**src/include/gyro_fmt_pkg.sv**
```systemverilog
package gyro_fmt_pkg;

    localparam int RATE_W       = 24;
    localparam int ANGLE_W      = 24;
    localparam int TEMP_W       = 16;
    localparam int COUNT_W      = 8;
    localparam int LAT_W        = 16;
    localparam int NUM_AXES     = 3;

    // rate lsb = 2^-14 deg/s, angle lsb = 2^-21 deg
    localparam int RATE_FRAC    = 14;
    localparam int ANGLE_FRAC   = 21;
    // internal sample period: 1000 samples/s
    localparam int SAMPLE_RATE_HZ = 1000;
    // per-sample angle = rate * 2^(21-14) / 1000
    localparam int ANGLE_SHIFT  = ANGLE_FRAC - RATE_FRAC;

    localparam int CLK_HZ       = 25000000;
    localparam int US_NS        = 1000;
    localparam int CLK_NS       = 40;
    localparam int CYC_PER_US   = US_NS / CLK_NS;

    localparam int ACC_W        = 40;
    localparam logic [COUNT_W-1:0] COUNT_ONE = 8'h01;
    localparam logic [LAT_W-1:0]   LAT_MAX   = 16'hFFFF;

    typedef enum logic [1:0] {
        unit_rate,
        unit_incr_angle,
        unit_avg_rate,
        unit_integ_angle
    } unit_type;

    typedef struct packed {
        logic [RATE_W-1:0] rate;
        logic [TEMP_W-1:0] temp;
    } axis_sample_type;

    typedef struct packed {
        logic [RATE_W-1:0] value;
        logic [TEMP_W-1:0] temp;
    } axis_field_type;

endpackage

```
**src/gyro_avg_divider.sv**
```systemverilog
`timescale 1ns/1ps
`default_nettype none
// sequential signed divider: quotient = dividend / divisor, truncated toward zero
module gyro_avg_divider
    import gyro_fmt_pkg::*;
#(
    parameter int DW = 40,
    parameter int VW = 8
) (
    input  wire logic          mclk,     // clock
    input  wire logic          rst_n,    // async reset
    input  wire logic          ce,       // clock enable
    input  wire logic          start,    // begin division
    input  wire logic [DW-1:0] dividend, // signed sum
    input  wire logic [VW-1:0] divisor,  // unsigned count, nonzero
    output logic               done,     // quotient valid pulse
    output logic [DW-1:0]      quotient  // signed result
);
    logic [DW-1:0] rem_mag;
    logic [DW-1:0] quo;
    logic [VW-1:0] dv;
    logic          neg;
    logic [$clog2(DW+1)-1:0] step;
    logic          busy;
    logic [DW:0]   trial;

    always_comb begin
        trial = {rem_mag[DW-1:0], quo[DW-1]} - {{(DW+1-VW){1'b0}}, dv};
    end

    // restoring division, one bit per cycle; slow but tiny, plenty for 1 ms sampling
    always_ff @(posedge mclk or negedge rst_n) begin
        if (!rst_n) begin
            rem_mag  <= '0;
            quo      <= '0;
            dv       <= '0;
            neg      <= 1'b0;
            step     <= '0;
            busy     <= 1'b0;
            done     <= 1'b0;
            quotient <= '0;
        end else if (ce) begin
            done <= 1'b0;
            if (start) begin
                rem_mag <= '0;
                quo     <= dividend[DW-1] ? (~dividend + 1'b1) : dividend;
                dv      <= divisor;
                neg     <= dividend[DW-1];
                step    <= '0;
                busy    <= 1'b1;
            end else if (busy) begin
                if (!trial[DW]) begin
                    rem_mag <= trial[DW-1:0];
                    quo     <= {quo[DW-2:0], 1'b1};
                end else begin
                    rem_mag <= {rem_mag[DW-2:0], quo[DW-1]};
                    quo     <= {quo[DW-2:0], 1'b0};
                end
                step <= step + 1'b1;
                if (step == ($clog2(DW+1))'(DW - 1)) begin
                    busy <= 1'b0;
                    done <= 1'b1;
                    if (!trial[DW]) begin
                        quotient <= neg ? ~{quo[DW-2:0], 1'b1} + 1'b1 : {quo[DW-2:0], 1'b1};
                    end else begin
                        quotient <= neg ? ~{quo[DW-2:0], 1'b0} + 1'b1 : {quo[DW-2:0], 1'b0};
                    end
                end
            end
        end
    end
endmodule // gyro_avg_divider
`default_nettype wire

```
**src/gyro_output_word_formatter.sv**
```systemverilog
`timescale 1ns/1ps
`default_nettype none
module gyro_output_word_formatter
    import gyro_fmt_pkg::*;
#(
    parameter int AXES = NUM_AXES
) (
    input  wire logic                       mclk,        // 25 MHz clock
    input  wire logic                       rst_n,       // async reset, active low
    input  wire logic                       ce,          // clock enable
    input  wire unit_type                   out_unit,    // selected output unit
    input  wire logic                       sample_stb,  // filtered sample ready, 1 kHz
    input  wire axis_sample_type [AXES-1:0] sample_in,   // filtered rate and temperature
    input  wire logic                       tx_req,      // latch fields for a datagram
    input  wire logic                       ext_trig,    // external trigger level, synchronous
    output axis_field_type [AXES-1:0]       field_out,   // per-axis value and temperature
    output logic [COUNT_W-1:0]              count_out,   // sample counter
    output logic [LAT_W-1:0]                latency_out, // latency in microseconds
    output logic                            trig_pulse,  // falling trigger edge seen
    output logic                            field_valid  // fields updated pulse
);

    ////////////////////////////////////////////////////////////////////////////
    logic                   trig_prev;
    logic [$clog2(CYC_PER_US)-1:0] us_div;
    logic [LAT_W-1:0]       lat_count;
    logic [COUNT_W-1:0]     win_count;
    logic [COUNT_W-1:0]     free_count;
    logic                   latch;
    logic                   avg_pending;
    logic [AXES-1:0]        div_done;
    logic [ACC_W-1:0]       quot [AXES];
    logic [COUNT_W-1:0]     latched_count;

    assign latch = ce && (tx_req || (trig_pulse));

    // falling edge detect; trigger pin is a synchronous input
    always_ff @(posedge mclk or negedge rst_n) begin
        if (!rst_n) begin
            trig_prev <= 1'b1;
        end else if (ce) begin
            trig_prev <= ext_trig;
        end
    end
    assign trig_pulse = trig_prev && !ext_trig;

    // microsecond timer restarted by each filtered sample; saturates at the top
    always_ff @(posedge mclk or negedge rst_n) begin
        if (!rst_n) begin
            us_div    <= '0;
            lat_count <= '0;
        end else if (ce) begin
            if (sample_stb) begin
                us_div    <= '0;
                lat_count <= '0;
            end else if (us_div == ($clog2(CYC_PER_US))'(CYC_PER_US - 1)) begin
                us_div <= '0;
                if (lat_count != LAT_MAX) begin
                    lat_count <= lat_count + 1'b1;
                end
            end else begin
                us_div <= us_div + 1'b1;
            end
        end
    end

    always_ff @(posedge mclk or negedge rst_n) begin
        if (!rst_n) begin
            latency_out <= '0;
        end else if (ce && trig_pulse) begin
            latency_out <= lat_count;
        end
    end

    ////////////////////////////////////////////////////////////////////////////
    // sample counters; a sample arriving with the latch closes the window it belongs to
    always_ff @(posedge mclk or negedge rst_n) begin
        if (!rst_n) begin
            win_count  <= '0;
            free_count <= '0;
        end else if (ce) begin
            if (sample_stb) begin
                free_count <= free_count + COUNT_ONE;
            end
            if (latch) begin
                win_count <= '0;
            end else if (sample_stb) begin
                win_count <= win_count + COUNT_ONE;
            end
        end
    end

    ////////////////////////////////////////////////////////////////////////////
    // per-axis accumulators and output fields
    generate
        for (genvar a = 0; a < AXES; a++) begin : g_axis
            logic [ACC_W-1:0]   sum;
            logic [ANGLE_W-1:0] incr;
            logic [ANGLE_W-1:0] integ;
            logic [ACC_W-1:0]   rate_ext;
            logic [ANGLE_W-1:0] step_angle;
            logic [ACC_W-1:0]   scaled;
            logic [ACC_W-1:0]   sum_lat;
            logic [RATE_W-1:0]  last_rate;
            logic [TEMP_W-1:0]  last_temp;

            assign rate_ext = {{(ACC_W-RATE_W){sample_in[a].rate[RATE_W-1]}}, sample_in[a].rate};
            // rate lsb 2^-14 deg/s over 1 ms gives 2^7/1000 angle lsbs per sample
            assign scaled     = (rate_ext <<< ANGLE_SHIFT);
            assign step_angle = ANGLE_W'($signed(scaled) / $signed(ACC_W'(SAMPLE_RATE_HZ)));

            always_ff @(posedge mclk or negedge rst_n) begin
                if (!rst_n) begin
                    sum     <= '0;
                    incr    <= '0;
                    integ   <= '0;
                    sum_lat   <= '0;
                    last_rate <= '0;
                    last_temp <= '0;
                end else if (ce) begin
                    // keep the last sample so a latch between strobes still sees valid data
                    if (sample_stb) begin
                        integ     <= integ + step_angle;
                        last_rate <= sample_in[a].rate;
                        last_temp <= sample_in[a].temp;
                    end
                    // a sample on the latch cycle goes out now, so the next window starts empty
                    if (latch) begin
                        sum_lat <= sample_stb ? sum + rate_ext : sum;
                        sum     <= '0;
                        incr    <= '0;
                    end else if (sample_stb) begin
                        sum  <= sum + rate_ext;
                        incr <= incr + step_angle;
                    end
                end
            end

            gyro_avg_divider #(
                .DW (ACC_W),
                .VW (COUNT_W)
            ) u_div (
                .mclk     (mclk),
                .rst_n    (rst_n),
                .ce       (ce),
                .start    (avg_pending),
                .dividend (sum_lat),
                .divisor  (latched_count),
                .done     (div_done[a]),
                .quotient (quot[a])
            );

            always_ff @(posedge mclk or negedge rst_n) begin
                if (!rst_n) begin
                    field_out[a] <= '0;
                end else if (ce && latch) begin
                    field_out[a].temp <= sample_stb ? sample_in[a].temp : last_temp;
                    case (out_unit)
                        unit_rate:        field_out[a].value <= sample_stb ? sample_in[a].rate : last_rate;
                        unit_incr_angle:  field_out[a].value <= sample_stb ? incr + step_angle : incr;
                        unit_integ_angle: field_out[a].value <= sample_stb ? integ + step_angle : integ;
                        unit_avg_rate:    field_out[a].value <= field_out[a].value;
                        default:          field_out[a].value <= '0;
                    endcase
                end else if (ce && div_done[a] && out_unit == unit_avg_rate) begin
                    field_out[a].value <= quot[a][RATE_W-1:0];
                end
            end
        end
    endgenerate

    ////////////////////////////////////////////////////////////////////////////
    // average path: the division starts the cycle after the latch
    always_ff @(posedge mclk or negedge rst_n) begin
        if (!rst_n) begin
            avg_pending   <= 1'b0;
            latched_count <= '0;
        end else if (ce) begin
            avg_pending <= latch && out_unit == unit_avg_rate && (win_count != '0 || sample_stb);
            if (latch) begin
                latched_count <= win_count + (sample_stb ? COUNT_ONE : '0);
            end
        end
    end

    always_ff @(posedge mclk or negedge rst_n) begin
        if (!rst_n) begin
            count_out   <= '0;
            field_valid <= 1'b0;
        end else if (ce) begin
            field_valid <= latch && out_unit != unit_avg_rate || (div_done[0] && out_unit == unit_avg_rate);
            if (latch) begin
                if (out_unit == unit_incr_angle || out_unit == unit_avg_rate) begin
                    count_out <= win_count + (sample_stb ? COUNT_ONE : '0);
                end else begin
                    count_out <= free_count + (sample_stb ? COUNT_ONE : '0);
                end
            end
        end
    end

endmodule // gyro_output_word_formatter
`default_nettype wire

```
**config.mk**
```make
export PLATFORM = sky130hd
export DESIGN_NAME = gyro_output_word_formatter
export DESIGN_NICKNAME = d
export VERILOG_FILES = /design/src/include/gyro_fmt_pkg.sv /design/src/gyro_avg_divider.sv /design/src/gyro_output_word_formatter.sv
export SDC_FILE = /design/constraint.sdc
export NUM_CORES = 2
export LEC_CHECK = 0
export BUFFER_PORTS_ARGS = -buffer_cell sky130_fd_sc_hd__clkbuf_2
export CORE_UTILIZATION = 45
export CTS_CLUSTER_SIZE = 24
export DETAILED_ROUTE_END_ITERATION = 7
export GPL_TIMING_DRIVEN = 0
export HOLD_SLACK_MARGIN = 0.05
export PLACE_DENSITY = 0.71
export SYNTH_ARGS = -nofsm -noshare
export SYNTH_HDL_FRONTEND = slang
export SYNTH_HIERARCHICAL = 1
export SYNTH_SLANG_ARGS = --single-unit
```
**constraint.sdc**
```tcl
create_clock -name mclk -period 7.3 [get_ports mclk]
set_input_delay 0.73 -clock mclk [delete_from_list [all_inputs] [get_ports mclk]]
set_output_delay 0.73 -clock mclk [all_outputs]
set_load 0.02 [all_outputs]
```
==> impl_metrics.yaml <==
clock_tree:
  ctsLongestPathBuffers: 3
  tritoncts: "yes"
  clock-root-buffer: "clkbuf_16"
  htree_levels: 3
  clock_latency_ns: 0.76
  cts_buffers: 110
  cts.clk_slew.worst_paths_ns: 0.07
  clkSinkCount: 1059
detailed_routing:
  via_per_inst: 6.31
  drtAntennaViolNets: 0
  drc: 22
  dr.pass1.iters: 8
  routed_wl_um: 331000
  vias: 88407
  drtIter0Drc: 9333
  wl_per_cell_um: 23.7
die:
  core_mm2: 0.188
  die_h_um: 438
  rows: 159
  die_area_mm2: 0.192
  ios: 274
  die_width_um: 438
  initial_core_util_pct: 45.4
placement:
  preCtsSetupSlack_ns: -16.66
  globalplace.congestion: 1.00
  port_buffers: 273
  placed_area_mm2: 0.0922
  hpwl_um: 239000
layout:
  regArea_mm2: 0.0265
  num-nets-final: 11853
  final_common_cell: "nand2_1"
  layout-drive-gt1-share_pct: 24.7
  mostFrequentLayoutCells: "1497 x nand2_1, 1058 x dfrtp_1, 785 x buf_4"
  area_growth_pct: 28.0
  fillers: 15992
  final_area_mm2: 0.109
  multi_input_area_mm2: 0.0633
sta:
  setup_viol: 248
  rsz0062_at_grt: "true"
  fin_ws_ns: -13.38
  maxSlewViolCount: 48
  slew_headroom_pct: -5.27
  skew_ns: 0.0362
  tightestPinTransition_ns: 1.58
  layout_min_cycle_time_ns: 20.68
  hold_viol: 0
  period_share_pct: 283
  fmax_mhz: 48.3
global_route:
  grt_antenna_before_repair: 22
  grt_max_degree: 117
  grt_pass1_wl_um: 493000
  grt_pass1_vias: 83897
  overflow: 0
  track_usage_pct: 32.4
worst_setup_path:
  reg2reg_from: "g_axis[1].sum[1]$_DFFE_PN0P_"
  critical_path_class: "in -> reg"
  worstPathArrival_ns: 21.31
  required_ns: 7.93
  slowest_stage: "or4_4"
  crit_path_start_kind: "input pin"
  crit_top_cell: "a21o_1"
  worst_setup_path_end_kind: "flip-flop"
  cp_max_fo: 8
  critPathLaunch: "sample_in[23]"
  cpPeakStageDelay_ns: 0.57
yosys:
  syn_nets: 10639
  synth_cells: 10179
  syn_area_per_cell_um2: 8.40
  yosysWarnings: 6
  synth_area_mm2: 0.0855
min_path:
  hp-class: "in -> reg"
  hold_start: "sample_in[40]"
outcome:
  violations: "DRC, capacitance limit, slew limit, setup timing"
  status: "complete, but fails checks"
job:
  maxCapViolations: 5
## critical path: cells and delay by family
| family | cells | cell delay [ns] |
|---|---|---|
| muxes | 5 | 1.45 |
| adders and majority gates | 2 | 0.51 |
| xor gates and xnor gates | 6 | 1.14 |
| and+or+nand+nor | 18 | 3.78 |
| buffers and inverters | 13 | 1.94 |
| AOI/OAI and AO/OA | 52 | 11.73 |
## worst paths after layout
path / endpoint / slack, ns / depth (start not counted)
setup / recovery: field_out[38]$_DFFE_PN0P_ / -13.38 / 96
max in group asynchronous: g_axis[0].incr[11]$_DFFE_PN0P_ / 4.75 / 5
setup reg to reg: g_axis[1].sum_lat[39]$_DFFE_PN0P_ / -1.40 / 46
hold / removal: g_axis[1].last_temp[0]$_DFFE_PN0P_ / 0.18 / 3
min in group asynchronous: g_axis[0].last_temp[1]$_DFFE_PN0P_ / 0.58 / 2
hold reg to reg: g_axis[0].last_temp[1]$_DFFE_PN0P_ / 0.47 / 2
## per-stage QoR
| stage | hold slack, ns | std cells | setup TNS (ns) | utilization, % |
|---|---|---|---|---|
| 2_1_floorplan | 0.434 | 10179 | -2189.68 | - |
| 3_3_place_gp | 0.458 | 12947 | - | 48.8 |
| 3_5_place_dp | 0.461 | 12958 | -3031.16 | 49.0 |
| 4_1_cts | 0.134 | 13676 | -2273.32 | 55.3 |
| 5_1_grt | 0.194 | 13999 | -2542.38 | 58.1 |
| 6_report | 0.183 | 14002 | -2404.33 | 58.1 |
## what timing repair did
item                       CTS  global route
hold buffers                 1             0
hold endpoints to repair    72             0
gates resized for setup    739           607
gates cloned                 4             2
setup buffers              529           355
setup endpoints to repair  244           267
pin swaps                  461           513
## flip-flops by register name, indices dropped and copies added (netlist names), 3 cells and up
signal	count
g_axis.u_div/quo	120
g_axis.sum	120
lat_count	16
free_count	8
win_count	8
g_axis.integ	72
latched_count	8
g_axis.u_div/dv	24
latency_out	16
g_axis.u_div/quotient	72
g_axis.last_rate	72
g_axis.last_temp	48
g_axis.u_div/busy	3
g_axis.sum_lat	120
count_out	8
g_axis.incr	72
us_div	5
g_axis.u_div/done	3
g_axis.u_div/neg	3
field_out	120
g_axis.u_div/step	18
g_axis.u_div/rem_mag	120
## per-layer routing
layer / routed length [um] / share of wire [%] / up-vias / track usage, %
li1: - / - / 39873 / -
met1: 134000 / 40 / 43333 / 42.5
met2: 147000 / 44 / 4246 / 50.3
met3: 27700 / 8.4 / 953 / 5.62
met4: 22800 / 6.9 / 2 / 18.9
met5: 13 / 0.0039 / - / 0
## area by class of cell
class                           instances  area share, %
Antenna cell                           22         0.0503
Buffer                                588           2.71
Clock buffer                          144           2.81
Clock inverter                         60          0.821
Inverter                              239          0.873
Multi-Input combinational cell       8272           57.8
Sequential cell                      1059           24.2
Tap cell                             2495           2.85
Timing Repair Buffer                 1123           7.83
Power is left out: the tool's default activity adds up to more than one toggle a clock period on the data nets, which glitch-free logic cannot reach.
